**src/inc/pft_pkg.sv**
```systemverilog
// Constants shared by the frame timestamping unit
package pft_pkg;

  // ---------------------------------------------------------------
  // Widths
  // ---------------------------------------------------------------
  localparam int unsigned STAMP_W  = 32;
  localparam int unsigned SEQ_W    = 4;
  localparam int unsigned STAT_W   = 8;
  localparam int unsigned AXI_AW   = 8;
  localparam int unsigned AXI_DW   = 32;
  localparam int unsigned AXI_SW   = AXI_DW / 8;
  localparam int unsigned EVT_W    = 2;

  // ---------------------------------------------------------------
  // Register byte offsets
  // ---------------------------------------------------------------
  localparam logic [AXI_AW-1:0] OFS_EVENT_FLAGS = 8'h00;
  localparam logic [AXI_AW-1:0] OFS_EVENT_MASK  = 8'h04;
  localparam logic [AXI_AW-1:0] OFS_HELD_STAMP  = 8'h08;
  localparam logic [AXI_AW-1:0] OFS_TIMER_NOW   = 8'h0c;

  // ---------------------------------------------------------------
  // Field positions and reset values
  // ---------------------------------------------------------------
  localparam int unsigned EVT_STAMP_READY = 0;
  localparam int unsigned EVT_TIMER       = 1;
  localparam int unsigned STAT_FLAGGED    = 5;
  localparam logic [EVT_W-1:0]   EVT_RST   = 2'h0;
  localparam logic [EVT_W-1:0]   MASK_RST  = 2'h0;
  localparam logic [STAMP_W-1:0] STAMP_RST = 32'h0000_0000;
  localparam logic [STAMP_W-1:0] STAMP_MAX = 32'hffff_ffff;
  localparam logic [STAMP_W-1:0] STAMP_ONE = 32'h0000_0001;
  localparam logic [SEQ_W-1:0]   SEQ_RST   = 4'h0;
  localparam logic [STAT_W-1:0]  STAT_RST  = 8'h00;

  // ---------------------------------------------------------------
  // AXI responses
  // ---------------------------------------------------------------
  localparam logic [1:0] RESP_OKAY   = 2'h0;
  localparam logic [1:0] RESP_SLVERR = 2'h2;

endpackage : pft_pkg

```
**src/inc/pft_tmr_if.sv**
```systemverilog
// Carrier between the free-running timer and the stamping logic
`timescale 1ns/1ps
interface pft_tmr_if;
  import pft_pkg::*;

  logic [STAMP_W-1:0] count;
  logic               wrap;

  modport tmr  (output count, output wrap);
  modport user (input  count, input  wrap);
endinterface : pft_tmr_if

```
**src/rtl/pft_timer.sv**
```systemverilog
// Free-running stamp timer with wrap event
`timescale 1ns/1ps
module pft_timer
  import pft_pkg::*;
(
  // Clock and reset
  input  wire logic aclk,
  input  wire logic aresetn,
  input  wire logic aclk_en,
  // Timer outputs
  pft_tmr_if.tmr    tmr
);

  logic [STAMP_W-1:0] count_q, count_d;
  logic               wrap_q,  wrap_d;

  always_comb begin
    count_d = count_q + STAMP_ONE;
    // Pulse in the cycle the count reads zero again
    wrap_d  = (count_q == STAMP_MAX);
  end

  always_ff @(posedge aclk) begin
    if (!aresetn) begin
      count_q <= STAMP_RST;
      wrap_q  <= 1'b0;
    end else if (aclk_en) begin
      count_q <= count_d;
      wrap_q  <= wrap_d;
    end
  end

  assign tmr.count = count_q;
  assign tmr.wrap  = wrap_q;

endmodule : pft_timer

```
**src/rtl/pft_stamp.sv**
```systemverilog
// Frame timestamping unit: transmit and receive stamps, events, AXI4-Lite registers
//
// The AXI4-Lite interface to the registers and the placing of the registers were chosen for this implementation.
`timescale 1ns/1ps

// What this block does
// - Every sent frame returns its 32-bit stamp, 4-bit sequence and status.
// - Status bit 5 is set only when that frame carried the request.
// - A requested frame's stamp is also stored in the held-stamp register.
// - Storing a held stamp sets the stamp-ready flag.
// - Unrequested frames neither overwrite the held stamp nor set stamp-ready.
// - Every received frame latches the timer at delimiter detection.
// - Stamp-ready and timer events share one interrupt output.
module pft_stamp
  import pft_pkg::*;
(
  // Clock, reset, enable
  input  wire logic               aclk,
  input  wire logic               aresetn,
  input  wire logic               aclk_en,

  // AXI4-Lite write address
  input  wire logic               s_axi_awvalid,
  output logic                    s_axi_awready,
  input  wire logic [AXI_AW-1:0]  s_axi_awaddr,
  input  wire logic [2:0]         s_axi_awprot,
  // AXI4-Lite write data
  input  wire logic               s_axi_wvalid,
  output logic                    s_axi_wready,
  input  wire logic [AXI_DW-1:0]  s_axi_wdata,
  input  wire logic [AXI_SW-1:0]  s_axi_wstrb,
  // AXI4-Lite write response
  output logic                    s_axi_bvalid,
  input  wire logic               s_axi_bready,
  output logic [1:0]              s_axi_bresp,
  // AXI4-Lite read address
  input  wire logic               s_axi_arvalid,
  output logic                    s_axi_arready,
  input  wire logic [AXI_AW-1:0]  s_axi_araddr,
  input  wire logic [2:0]         s_axi_arprot,
  // AXI4-Lite read data
  output logic                    s_axi_rvalid,
  input  wire logic               s_axi_rready,
  output logic [AXI_DW-1:0]       s_axi_rdata,
  output logic [1:0]              s_axi_rresp,

  // Transmit side from the MAC client
  input  wire logic               tx_sfd,
  input  wire logic               tx_stamp_request,
  input  wire logic [SEQ_W-1:0]   tx_frame_seq,
  input  wire logic               tx_frame_end,
  input  wire logic [STAT_W-1:0]  tx_frame_status,
  // Transmit stamp return
  output logic                    tx_stamp_valid,
  output logic [STAMP_W-1:0]      tx_stamp_value,
  output logic [SEQ_W-1:0]        tx_stamp_seq,
  output logic [STAT_W-1:0]       tx_stamp_status,

  // Receive side
  input  wire logic               rx_sfd,
  output logic                    rx_stamp_valid,
  output logic [STAMP_W-1:0]      rx_stamp_value,

  // Interrupt
  output logic                    irq
);

  // ---------------------------------------------------------------
  // Timer
  // ---------------------------------------------------------------
  pft_tmr_if tmr_bus ();

  pft_timer u_timer (
    .aclk    (aclk),
    .aresetn (aresetn),
    .aclk_en (aclk_en),
    .tmr     (tmr_bus.tmr)
  );

  // ---------------------------------------------------------------
  // Transmit stamping
  // ---------------------------------------------------------------
  logic [STAMP_W-1:0] pend_stamp_q, pend_stamp_d;
  logic               pend_req_q,   pend_req_d;
  logic [SEQ_W-1:0]   pend_seq_q,   pend_seq_d;
  logic               txv_q,        txv_d;
  logic [STAMP_W-1:0] txs_q,        txs_d;
  logic [SEQ_W-1:0]   txq_q,        txq_d;
  logic [STAT_W-1:0]  txt_q,        txt_d;
  logic [STAMP_W-1:0] held_q,       held_d;
  logic               held_set;

  always_comb begin
    pend_stamp_d = pend_stamp_q;
    pend_req_d   = pend_req_q;
    pend_seq_d   = pend_seq_q;
    txv_d        = 1'b0;
    txs_d        = txs_q;
    txq_d        = txq_q;
    txt_d        = txt_q;
    held_d       = held_q;
    held_set     = 1'b0;
    // Stamp is taken when the delimiter leaves; the request is the
    // client's marking of this frame.
    if (tx_sfd) begin
      pend_stamp_d = tmr_bus.count;
      pend_req_d   = tx_stamp_request;
      pend_seq_d   = tx_frame_seq;
    end
    // Every finished frame returns its record, flagged or not
    if (tx_frame_end) begin
      txv_d = 1'b1;
      txs_d = pend_stamp_q;
      txq_d = pend_seq_q;
      txt_d = tx_frame_status;
      txt_d[STAT_FLAGGED] = pend_req_q;
      // Only requested frames touch the held stamp
      if (pend_req_q) begin
        held_d   = pend_stamp_q;
        held_set = 1'b1;
      end
    end
  end

  always_ff @(posedge aclk) begin
    if (!aresetn) begin
      pend_stamp_q <= STAMP_RST;
      pend_req_q   <= 1'b0;
      pend_seq_q   <= SEQ_RST;
      txv_q        <= 1'b0;
      txs_q        <= STAMP_RST;
      txq_q        <= SEQ_RST;
      txt_q        <= STAT_RST;
      held_q       <= STAMP_RST;
    end else if (aclk_en) begin
      pend_stamp_q <= pend_stamp_d;
      pend_req_q   <= pend_req_d;
      pend_seq_q   <= pend_seq_d;
      txv_q        <= txv_d;
      txs_q        <= txs_d;
      txq_q        <= txq_d;
      txt_q        <= txt_d;
      held_q       <= held_d;
    end
  end

  assign tx_stamp_valid  = txv_q;
  assign tx_stamp_value  = txs_q;
  assign tx_stamp_seq    = txq_q;
  assign tx_stamp_status = txt_q;

  // ---------------------------------------------------------------
  // Receive stamping
  // ---------------------------------------------------------------
  logic               rxv_q, rxv_d;
  logic [STAMP_W-1:0] rxs_q, rxs_d;

  always_comb begin
    rxv_d = rx_sfd;
    rxs_d = rxs_q;
    // Value stays until the next frame so DMA may copy it late
    if (rx_sfd) begin
      rxs_d = tmr_bus.count;
    end
  end

  always_ff @(posedge aclk) begin
    if (!aresetn) begin
      rxv_q <= 1'b0;
      rxs_q <= STAMP_RST;
    end else if (aclk_en) begin
      rxv_q <= rxv_d;
      rxs_q <= rxs_d;
    end
  end

  assign rx_stamp_valid = rxv_q;
  assign rx_stamp_value = rxs_q;

  // ---------------------------------------------------------------
  // AXI4-Lite slave
  // ---------------------------------------------------------------
  logic               aw_hold_q, aw_hold_d;
  logic [AXI_AW-1:0]  awaddr_q,  awaddr_d;
  logic               w_hold_q,  w_hold_d;
  logic [AXI_DW-1:0]  wdata_q,   wdata_d;
  logic [AXI_SW-1:0]  wstrb_q,   wstrb_d;
  logic               awrdy_q,   awrdy_d;
  logic               wrdy_q,    wrdy_d;
  logic               bvalid_q,  bvalid_d;
  logic [1:0]         bresp_q,   bresp_d;
  logic               arrdy_q,   arrdy_d;
  logic               rvalid_q,  rvalid_d;
  logic [AXI_DW-1:0]  rdata_q,   rdata_d;
  logic [1:0]         rresp_q,   rresp_d;
  logic               wr_flags;
  logic               wr_mask;
  logic [EVT_W-1:0]   wr_bits;

  always_comb begin
    aw_hold_d = aw_hold_q;
    awaddr_d  = awaddr_q;
    w_hold_d  = w_hold_q;
    wdata_d   = wdata_q;
    wstrb_d   = wstrb_q;
    bvalid_d  = bvalid_q;
    bresp_d   = bresp_q;
    wr_flags  = 1'b0;
    wr_mask   = 1'b0;
    wr_bits   = wdata_q[EVT_W-1:0];
    if (s_axi_awvalid && awrdy_q) begin
      aw_hold_d = 1'b1;
      awaddr_d  = s_axi_awaddr;
    end
    if (s_axi_wvalid && wrdy_q) begin
      w_hold_d = 1'b1;
      wdata_d  = s_axi_wdata;
      wstrb_d  = s_axi_wstrb;
    end
    if (s_axi_bvalid && s_axi_bready) begin
      bvalid_d = 1'b0;
    end
    // Commit only when the previous response has gone
    if (aw_hold_q && w_hold_q && !bvalid_q) begin
      aw_hold_d = 1'b0;
      w_hold_d  = 1'b0;
      bvalid_d  = 1'b1;
      bresp_d   = RESP_OKAY;
      unique case (awaddr_q)
        OFS_EVENT_FLAGS: wr_flags = wstrb_q[0];
        OFS_EVENT_MASK:  wr_mask  = wstrb_q[0];
        OFS_HELD_STAMP,
        OFS_TIMER_NOW:   ;
        default:         bresp_d  = RESP_SLVERR;
      endcase
    end
    awrdy_d = !aw_hold_d;
    wrdy_d  = !w_hold_d;
  end

  always_ff @(posedge aclk) begin
    if (!aresetn) begin
      aw_hold_q <= 1'b0;
      awaddr_q  <= '0;
      w_hold_q  <= 1'b0;
      wdata_q   <= '0;
      wstrb_q   <= '0;
      awrdy_q   <= 1'b0;
      wrdy_q    <= 1'b0;
      bvalid_q  <= 1'b0;
      bresp_q   <= RESP_OKAY;
    end else if (aclk_en) begin
      aw_hold_q <= aw_hold_d;
      awaddr_q  <= awaddr_d;
      w_hold_q  <= w_hold_d;
      wdata_q   <= wdata_d;
      wstrb_q   <= wstrb_d;
      awrdy_q   <= awrdy_d;
      wrdy_q    <= wrdy_d;
      bvalid_q  <= bvalid_d;
      bresp_q   <= bresp_d;
    end
  end

  // ---------------------------------------------------------------
  // Event flags, mask and interrupt
  // ---------------------------------------------------------------
  logic [EVT_W-1:0] flags_q, flags_d;
  logic [EVT_W-1:0] mask_q,  mask_d;
  logic             irq_q,   irq_d;
  logic [EVT_W-1:0] ev_set;

  always_comb begin
    ev_set                  = '0;
    ev_set[EVT_STAMP_READY] = held_set;
    ev_set[EVT_TIMER]       = tmr_bus.wrap;
    // Write-one-to-clear; a new event in the same cycle survives
    flags_d = flags_q;
    if (wr_flags) begin
      flags_d = flags_d & ~wr_bits;
    end
    flags_d = flags_d | ev_set;
    mask_d  = wr_mask ? wr_bits : mask_q;
    irq_d   = |(flags_q & mask_q);
  end

  always_ff @(posedge aclk) begin
    if (!aresetn) begin
      flags_q <= EVT_RST;
      mask_q  <= MASK_RST;
      irq_q   <= 1'b0;
    end else if (aclk_en) begin
      flags_q <= flags_d;
      mask_q  <= mask_d;
      irq_q   <= irq_d;
    end
  end

  assign irq = irq_q;

  // ---------------------------------------------------------------
  // Read channel
  // ---------------------------------------------------------------
  always_comb begin
    arrdy_d  = arrdy_q;
    rvalid_d = rvalid_q;
    rdata_d  = rdata_q;
    rresp_d  = rresp_q;
    if (s_axi_rvalid && s_axi_rready) begin
      rvalid_d = 1'b0;
      arrdy_d  = 1'b1;
    end
    if (!rvalid_q && !arrdy_q) begin
      arrdy_d = 1'b1;
    end
    if (s_axi_arvalid && arrdy_q) begin
      arrdy_d  = 1'b0;
      rvalid_d = 1'b1;
      rresp_d  = RESP_OKAY;
      rdata_d  = '0;
      unique case (s_axi_araddr)
        OFS_EVENT_FLAGS: rdata_d[EVT_W-1:0] = flags_q;
        OFS_EVENT_MASK:  rdata_d[EVT_W-1:0] = mask_q;
        OFS_HELD_STAMP:  rdata_d = held_q;
        OFS_TIMER_NOW:   rdata_d = tmr_bus.count;
        default:         rresp_d = RESP_SLVERR;
      endcase
    end
  end

  always_ff @(posedge aclk) begin
    if (!aresetn) begin
      arrdy_q  <= 1'b0;
      rvalid_q <= 1'b0;
      rdata_q  <= '0;
      rresp_q  <= RESP_OKAY;
    end else if (aclk_en) begin
      arrdy_q  <= arrdy_d;
      rvalid_q <= rvalid_d;
      rdata_q  <= rdata_d;
      rresp_q  <= rresp_d;
    end
  end

  assign s_axi_awready = awrdy_q;
  assign s_axi_wready  = wrdy_q;
  assign s_axi_bvalid  = bvalid_q;
  assign s_axi_bresp   = bresp_q;
  assign s_axi_arready = arrdy_q;
  assign s_axi_rvalid  = rvalid_q;
  assign s_axi_rdata   = rdata_q;
  assign s_axi_rresp   = rresp_q;

endmodule : pft_stamp

```
**config.mk**
```make
export PLATFORM = sky130hd
export DESIGN_NAME = pft_stamp
export DESIGN_NICKNAME = d
export VERILOG_FILES = /design/src/inc/pft_pkg.sv /design/src/inc/pft_tmr_if.sv /design/src/rtl/pft_timer.sv /design/src/rtl/pft_stamp.sv
export SDC_FILE = /design/constraint.sdc
export NUM_CORES = 1
export LEC_CHECK = 0
export BUFFER_PORTS_ARGS = -buffer_cell sky130_fd_sc_hd__buf_2
export CAP_MARGIN = 15
export CORE_MARGIN = 5
export CORE_UTILIZATION = 31
export DETAILED_ROUTE_END_ITERATION = 8
export PLACE_DENSITY = 0.53
export SYNTH_ARGS = -nofsm -noshare
export SYNTH_HDL_FRONTEND = slang
export SYNTH_HIERARCHICAL = 1
export SYNTH_SLANG_ARGS = --single-unit
```
**constraint.sdc**
```tcl
create_clock -name aclk -period 3 [get_ports aclk]
set_input_delay 0 -clock aclk [delete_from_list [all_inputs] [get_ports aclk]]
set_output_delay 0 -clock aclk [all_outputs]
set_load 0.05 [all_outputs]
```
==> results of run 1 <==
[worst max-delay path, cell delays in order (launching register included)]
cell and delay (ns):
dfxtp_1 0.53, nand4_4 0.20, or4_1 0.74, or4_1 0.56
a21oi_1 0.16
[cell usage after synthesis, types with 2 or more instances]
cell type	count
nand2b_1	6
o21ai_0	6
buf_2	28
dfxtp_1	237
o311ai_0	3
a211oi_1	2
nor4_1	5
or4_1	14
buf_1	8
and3_1	9
xnor2_1	8
clkbuf_1	35
nor3_1	3
o31ai_1	12
and2_1	5
a21oi_1	180
mux2i_1	35
o2bb2ai_1	32
nand4_1	12
nand2_1	329
nand3_1	16
or3_1	2
inv_1	10
o41ai_1	3
mux4_2	2
nor2_1	28
and4_1	5
buf_4	2
nand3b_1	3
xor2_1	5
[timing repair]
item / 4_1_cts / 5_1_grt
gates resized for setup: 0 / 0
hold buffers: 43 / 0
setup buffers: 0 / 0
hold endpoints to repair: 44 / 0
[cell families (layout without fill, tap and decap cells)]
| family | count (synthesis) | in the layout | synth area share |
|---|---|---|---|
| compound gates | 242 | 242 | 0.155 |
| xor+xnor | 13 | 13 | 0.0126 |
| fa+ha+maj | 1 | 1 | 0.00139 |
| buf+inv | 83 | 281 | 0.0393 |
| flops | 237 | 237 | 0.527 |
| mux | 38 | 38 | 0.0452 |
| other cells | 1 | 3 | 0.000417 |
| simple gates | 447 | 447 | 0.219 |
[final cells by class]
type | instances | area share
multi-input cells | 743 | 0.340
repair buffers | 219 | 0.119
flip-flops and latches | 237 | 0.413
clock buffers | 40 | 0.0746
inverters | 10 | 0.00348
diodes | 1 | 0.000218
clock inverters | 12 | 0.00805
well taps | 384 | 0.0418
[where the power goes]
part / internal (mW) / switching (mW)
Combinational: 0.117 / 0.249
Clock: 2.07 / 1.31
Sequential: 3.17 / 0.0224
[per-stage QoR]
| stage | area, µm² | power, mW | std cells | utilization |
|---|---|---|---|---|
| 3_5_place_dp | 10100 | 3.59 | 1550 | 0.352 |
| 3_3_place_gp | 10100 | 3.59 | 1550 | 0.352 |
| 6_report | 11500 | 6.94 | 1646 | 0.401 |
| 4_1_cts | 11500 | 7.04 | 1645 | 0.400 |
| 5_1_grt | 11500 | 7.23 | 1646 | 0.401 |
| 2_1_floorplan | 9000 | 3.48 | 1063 | - |
[state kept, by name (all words and copies together) (netlist names), 2 cells and up]
name / count
held_q: 32
pend_stamp_q: 32
rx_stamp_value: 32
s_axi_rdata: 32
tx_stamp_value: 32
u_timer/tmr.count: 32
awaddr_q: 8
tx_stamp_status: 8
pend_seq_q: 4
tx_stamp_seq: 4
flags_q: 2
mask_q: 2
wdata_q: 2
[layer usage]
| layer | track usage | share of wire | wire length [µm] |
|---|---|---|---|
| met1 | 0.204 | 0.46 | 11900 |
| met2 | 0.268 | 0.48 | 12500 |
| met3 | 0.0279 | 0.038 | 1000 |
| met4 | 0.0402 | 0.026 | 688 |
| met5 | 0 | 0 | 0 |
[worst max-delay path by stage]
| stage | start | to | slack [ns] | depth (start not counted) |
|---|---|---|---|---|
| floorplan | u_timer/tmr.count[2] | u_timer/tmr.count[31] | 1.02 | 5 |
| global placement | u_timer/tmr.count[3] | u_timer/tmr.count[31] | 0.79 | 4 |
| detailed placement | u_timer/tmr.count[2] | u_timer/tmr.count[31] | 0.78 | 4 |
| CTS | u_timer/tmr.count[2] | u_timer/tmr.count[31] | 0.76 | 4 |
| global route | u_timer/tmr.count[2] | u_timer/tmr.count[31] | 0.62 | 4 |
| finish | u_timer/tmr.count[3] | u_timer/tmr.count[31] | 0.75 | 4 |
==> impl_metrics.json, run 1 <==
{
  "maxCapViolCount": 0,
  "post-route-min-period_ns": 2.25,
  "ys_async_sr_fraction": 0,
  "initial_core_util": 0.314,
  "powerDensity_nw_per_um2": 604,
  "syn_avg_cell_area_um2": 8.48,
  "fp.dieW_um": 180,
  "grt_max_degree": 68,
  "timing.fmax_mhz": 443,
  "worst_pin_slew_ns": 0.967,
  "syn_area_um2": 9000,
  "holdPathStages": 3,
  "rsz0062_at_grt": "false",
  "synth.distinct_cells": 47,
  "nFillCells": 2989,
  "maxSlewViolCount": 0,
  "synth_top_cells_by_area": "dfxtp_1 53%, nand2_1 14%, a21oi_1 10%",
  "ff2ff_setup_slack_ns": 0.75,
  "clock_latency_ns": 0.53,
  "critPathKind": "reg -> reg",
  "grt_overflow": 0,
  "syn-instance-count": 1062,
  "die_y_um": 180,
  "layout.nets": 1322,
  "initialDrtViolationCount": 528,
  "ioPinCount": 202,
  "clkTransAtPathRegs_ns": 0.06,
  "cts.path.max_buffers": 3,
  "clock_skew_ns": 0.0125,
  "vias": 7901,
  "cts.sinks": 237,
  "relSlewSlack": 0.355,
  "r2r-end": "u_timer/tmr.count[31]",
  "ys_seq_area_frac": 0.527,
  "yosysTopAreaCellShare": 0.527,
  "dr.pass1.iters": 5,
  "fp.dieArea_um2": 32500,
  "antenna_found_initial": 1,
  "cts-root-buf": "clkbuf_16",
  "grt_pass1_wl_um": 42300,
  "synthFlopType": "dfxtp_1",
  "min_to": "rx_stamp_valid",
  "ant_nets": 0,
  "via_per_inst": 4.80,
  "io_buffers": 159,
  "hpwlAfterDp_um": 17000,
  "syn_to_final_growth_pct": 27.7,
  "grt_pass1_vias": 7837,
  "place_ws_ns": 0.785,
  "numCtsBuffers": 28,
  "cp.required_ns": 3.44,
  "globalplace.congestion": 0.761,
  "final_common_cell": "nand2_1",
  "setup_violations": 0,
  "start_kind": "flip-flop",
  "finalHoldViolCount": 0,
  "seqCellArea_um2": 4740,
  "yosys_warnings": 6,
  "ir_worst_vdd_mv": 0.337,
  "final_cell_mix": "328 x nand2_1, 237 x dfxtp_1, 180 x a21oi_1, 159 x buf_2, 43 x dlygate4sd3_1",
  "setup_tns_ns": 0,
  "drive_gt1_frac": 0.191,
  "hold_class": "in -> reg",
  "min_from": "rx_sfd",
  "htree_num_levels": 1,
  "fin_worst_hold_slack_ns": 0.105,
  "status": "finished, final reports clean",
  "rows": 62,
  "post-route-drc-count": 0,
  "wl_um": 26100,
  "synth_top_area_cell": "dfxtp_1",
  "synth_edf_count": 0,
  "reg2regPathDepth": 4,
  "cts_tree": "done",
  "core_um2": 28700,
  "multi_input_area_um2": 3910,
  "endpoint_kind": "flip-flop",
  "ys_ff_latch": 237,
  "worst_slack_ns": 0.745,
  "cp_max_fo": 10,
  "wl_per_cell_um": 15.8,
  "r2r-start": "u_timer/tmr.count[3]",
  "finalCritPeriodShare": 0.752,
  "leakagePower_nw": 4.36,
  "grt.total_usage": 0.156,
  "cp_data_arrival_time_ns": 2.70
}
No activity file was read; power rests on OpenSTA's default activity.
==> run 2, diff against run 1 <==
==> constraint.sdc (replaced) <==
create_clock -name aclk -period 2.1 [get_ports aclk]
set_input_delay 0 -clock aclk [delete_from_list [all_inputs] [get_ports aclk]]
set_output_delay 0 -clock aclk [all_outputs]
set_load 0.05 [all_outputs]
==> impl_metrics.json, run 2 (same netlist as run 1, synthesis figures left out) <==
{
  "post-route-drc-count": 0,
  "maxCapViolCount": 0,
  "hpwlAfterDp_um": 17200,
  "wl_per_cell_um": 16.0,
  "maxSlewViolCount": 0,
  "finalCritPeriodShare": 0.954,
  "drive_gt1_frac": 0.198,
  "leakagePower_nw": 4.43,
  "core_um2": 28700,
  "reg2regPathDepth": 5,
  "cts_tree": "done",
  "clock_latency_ns": 0.53,
  "start_kind": "input pin",
  "ctsResizeCount": 0,
  "antenna-diode-count": 0,
  "syn_to_final_growth_pct": 29.0,
  "routed-wl-met3_um": 1160,
  "initial_core_util": 0.314,
  "numCtsBuffers": 27,
  "grt_pass1_wl_um": 42300,
  "holdPathStages": 4,
  "worst_pin_slew_ns": 0.561,
  "powerDensity_nw_per_um2": 816,
  "cts-root-buf": "clkbuf_16",
  "final_cell_mix": "328 x nand2_1, 237 x dfxtp_1, 180 x a21oi_1, 159 x buf_2, 42 x dlygate4sd3_1",
  "dr.pass1.iters": 5,
  "wl_met1_um": 11800,
  "globalplace.congestion": 0.775,
  "fp.dieArea_um2": 32500,
  "io_buffers": 159,
  "setup_tns_ns": 0,
  "antenna_found_initial": 0,
  "ir_worst_vdd_mv": 0.495,
  "finalHoldViolCount": 0,
  "fp.dieW_um": 180,
  "setup_violations": 0,
  "ant_nets": 0,
  "die_y_um": 180,
  "endpoint_kind": "flip-flop",
  "wl_um": 26600,
  "htree_num_levels": 1,
  "layout.nets": 1343,
  "post_cts.repair.setup_buffers": 0,
  "status": "finished, final reports clean",
  "cp.required_ns": 2.51,
  "initialDrtViolationCount": 414,
  "grt_pass1_vias": 7805,
  "cts.sinks": 237,
  "rsz0062_at_grt": "false",
  "clock_skew_ns": 0.0111,
  "vias": 8075,
  "met2_length_um": 12800,
  "top_layer": "met4",
  "cts_hold_repair.buffers": 42,
  "critPathKind": "in -> reg",
  "cts.path.max_buffers": 3,
  "grt.total_usage": 0.156,
  "grt_overflow": 0,
  "final_common_cell": "nand2_1",
  "via_per_inst": 4.85,
  "timing.fmax_mhz": 499,
  "fin_worst_hold_slack_ns": 0.00146,
  "cp_max_fo": 32,
  "ioPinCount": 202,
  "post-route-min-period_ns": 2.00,
  "relSlewSlack": 0.625,
  "grt_max_degree": 87,
  "clkTransAtPathRegs_ns": 0.06,
  "rows": 62,
  "hold_class": "in -> reg",
  "cp_data_arrival_time_ns": 2.41
}
==> run 2: cell count changes in the layout (fill, tap and decap cells not counted), sizes merged <==
cell / previous run / this run
bufinv: 1 / 0
clkinv: 11 / 7
buf: 176 / 199
diode: 1 / 0
dlygate4sd3: 43 / 42
clkinvlp: 0 / 2
==> run 2: worst max-delay path, stage by stage <==
cell and delay (ns):
dlygate4sd3_1 0.53, buf_2 0.29, buf_12 0.22, and3_1 0.31, nor2_2 0.05, buf_4 0.28
o2bb2ai_1 0.17, dlygate4sd3_1 0.55
==> run 2: final cells by class <==
class | instances | area (µm²)
clock buffers | 40 | 764
flip-flops and latches | 237 | 4740
multi-input cells | 743 | 3910
clock inverters | 9 | 53.8
repair buffers | 241 | 1620
inverters | 10 | 40.0
fillers | 3007 | 17100
well taps | 384 | 480
==> run 2: through the flow <==
stage / cells / instance area [µm²] / utilization / power, mW / setup WS (ns)
2_1_floorplan: 1063 / 9000 / - / 4.97 / 0.117
3_3_place_gp: 1573 / 10400 / 0.361 / 5.16 / 0.195
3_5_place_dp: 1573 / 10400 / 0.361 / 5.16 / 0.190
4_1_cts: 1664 / 11600 / 0.405 / 9.61 / 0.123
5_1_grt: 1664 / 11600 / 0.405 / 9.82 / 0.00181
6_report: 1664 / 11600 / 0.405 / 9.47 / 0.0964
==> run 2: worst paths after layout <==
| check | endpoint | slack [ns] | from |
|---|---|---|---|
| hold / removal | pend_seq_q[3] | 0.001 | tx_sfd |
| setup / recovery | s_axi_rdata[30] | 0.1 | aclk_en |
| hold reg to reg | tx_stamp_value[24] | 0.45 | tx_stamp_value[24] |
| setup reg to reg | u_timer/tmr.count[28] | 0.15 | u_timer/tmr.count[5] |
==> run 2: power by group <==
| part | internal, mW | switching (mW) |
|---|---|---|
| logic | 0.190 | 0.373 |
| registers | 4.53 | 0.0246 |
| clock network | 2.51 | 1.84 |
| total | 7.24 | 2.24 |
==> run 2: routing by layer <==
layer  GRT usage  vias to the layer above
li1            -                     4022
met1       0.203                     3841
met2       0.270                      161
met3      0.0242                       51
met5           0                        -
met4      0.0460                        0
==> run 3, diff against run 2 <==
--- a/config.mk
+++ b/config.mk
@@ -9,6 +9,7 @@
 export CAP_MARGIN = 15
 export CORE_MARGIN = 5
 export CORE_UTILIZATION = 31
+export CTS_CLUSTER_DIAMETER = 120
 export DETAILED_ROUTE_END_ITERATION = 8
 export PLACE_DENSITY = 0.53
 export SYNTH_ARGS = -nofsm -noshare
==> constraint.sdc (replaced) <==
create_clock -name aclk -period 2.1 [get_ports aclk]
set_input_delay 0.21 -clock aclk [delete_from_list [all_inputs] [get_ports aclk]]
set_output_delay 0.21 -clock aclk [all_outputs]
set_load 0.05 [all_outputs]
==> impl_metrics.json, run 3 (same netlist as run 1, synthesis figures left out) <==
{
  "status": "finished, final reports clean",
  "cts.path.max_buffers": 3,
  "cp.required_ns": 2.56,
  "cp_data_arrival_time_ns": 2.43,
  "reg2regPathDepth": 6,
  "internal_power_mw": 7.45,
  "min_from": "s_axi_rready",
  "fp.dieArea_um2": 32500,
  "endpoint": "u_timer/tmr.count[30]",
  "vias": 7945,
  "p_seq_frac": 0.470,
  "cts_tree": "done",
  "core_um2": 28700,
  "pwr-share-comb": 0.055,
  "rsz0062_at_grt": "false",
  "rows": 62,
  "finalHoldViolCount": 0,
  "initialDrtViolationCount": 532,
  "setup.worst_path.start": "u_timer/tmr.count[5]",
  "r2r-end": "u_timer/tmr.count[30]",
  "final_common_cell": "nand2_1",
  "powerDensity_nw_per_um2": 843,
  "ant_nets": 0,
  "io_buffers": 159,
  "fin_util": 0.401,
  "clock_skew_ns": 0.00905,
  "critPathKind": "reg -> reg",
  "grt_pass1_vias": 7720,
  "setup_violations": 0,
  "ioPinCount": 202,
  "hpwlAfterDp_um": 17200,
  "clkTransAtPathRegs_ns": 0.06,
  "p_clk_frac": 0.475,
  "syn_to_final_growth_pct": 27.7,
  "swShare": 0.232,
  "initial_core_util": 0.314,
  "leakagePower_nw": 4.40,
  "timing.fmax_mhz": 508,
  "numCtsBuffers": 27,
  "cts-root-buf": "clkbuf_16",
  "dr.pass1.iters": 4,
  "endpoint_kind": "flip-flop",
  "setup_tns_ns": 0,
  "post-route-drc-count": 0,
  "antenna_found_initial": 1,
  "layout.nets": 1332,
  "grt_pass1_wl_um": 42400,
  "grt_overflow": 0,
  "power.switching_mw": 2.25,
  "wl_um": 26500,
  "drive_gt1_frac": 0.205,
  "post_cts.repair.setup_buffers": 0,
  "grt_max_degree": 88,
  "clock_latency_ns": 0.53,
  "htree_num_levels": 1,
  "final_cell_mix": "328 x nand2_1, 237 x dfxtp_1, 180 x a21oi_1, 159 x buf_2, 40 x buf_4",
  "die_y_um": 180,
  "wl_per_cell_um": 16.0,
  "via_per_inst": 4.81,
  "post-route-min-period_ns": 1.97,
  "maxCapViolCount": 0,
  "fp.dieW_um": 180,
  "maxSlewViolCount": 0,
  "hold_class": "in -> reg",
  "r2r-start": "u_timer/tmr.count[5]",
  "globalplace.congestion": 0.762,
  "nFillCells": 2971,
  "grt.total_usage": 0.156,
  "ir_worst_vdd_mv": 0.548,
  "cp_max_fo": 23,
  "cts.sinks": 237,
  "ff2ff_setup_slack_ns": 0.13,
  "start_kind": "flip-flop",
  "finalCritPeriodShare": 0.937
}
[run 3: layout make-up]
type,instances,area (µm²),area share
Clock inverter,10,104,0.00903
Tap cell,384,480,0.0418
Sequential cell,237,4740,0.413
Antenna cell,1,2.50,0.000218
Multi-Input combinational cell,743,3910,0.340
Clock buffer,38,757,0.0658
Timing Repair Buffer,230,1460,0.127
Inverter,10,40.0,0.00348
[run 3: power groups by stage]
stage          clock network, mW  logic, mW  registers [mW]
4_1_cts                     4.73      0.540            4.56
2_1_floorplan                  0      0.245            4.72
3_3_place_gp                   0      0.499            4.65
6_report                    4.61      0.533            4.56
3_5_place_dp                   0      0.503            4.66
5_1_grt                     4.92      0.577            4.56
[run 3: layer usage]
metal | vias up | part of all wire | GRT usage
met4 | 0 | 0.022 | 0.0390
met2 | 169 | 0.49 | 0.269
met5 | - | 0 | 0
li1 | 3999 | - | -
met1 | 3743 | 0.45 | 0.205
met3 | 34 | 0.044 | 0.0260
[run 3: metrics by stage]
stage	hold WS, ns	area (µm²)	power [mW]	cells	setup slack [ns]
final	0.0132	11500	9.70	1653	0.132
after global routing	0.0545	11500	10.1	1653	0.0287
after CTS	0.00269	11500	9.82	1652	0.164
after detailed placement	0.441	10400	5.16	1578	0.182
after global placement	0.437	10400	5.15	1578	0.224
after floorplan	0.342	9000	4.97	1063	0.117
[run 3: worst min path at each step]
stage	end	slack (ns)	cells past startpoint
2_1_floorplan	u_timer/tmr.wrap	0.34	2
3_3_place_gp	tx_stamp_seq[3]	0.44	2
3_5_place_dp	awaddr_q[6]	0.44	2
4_1_cts	s_axi_rvalid	0.003	4
5_1_grt	s_axi_rvalid	0.05	4
6_report	s_axi_rvalid	0.01	4
[run 3: repair_timing]
item,CTS,global route
hold buffers,26,0
hold endpoints to repair,26,0
resized for setup,0,1
setup endpoints to repair,0,1
[run 3: critical path, stage by stage, from the launching register on]
cell	delay [ns]
dfxtp_1	0.38
buf_4	0.16
and4_2	0.26
nand4_1	0.17
buf_4	0.25
or4_1	0.52
a21oi_1	0.15
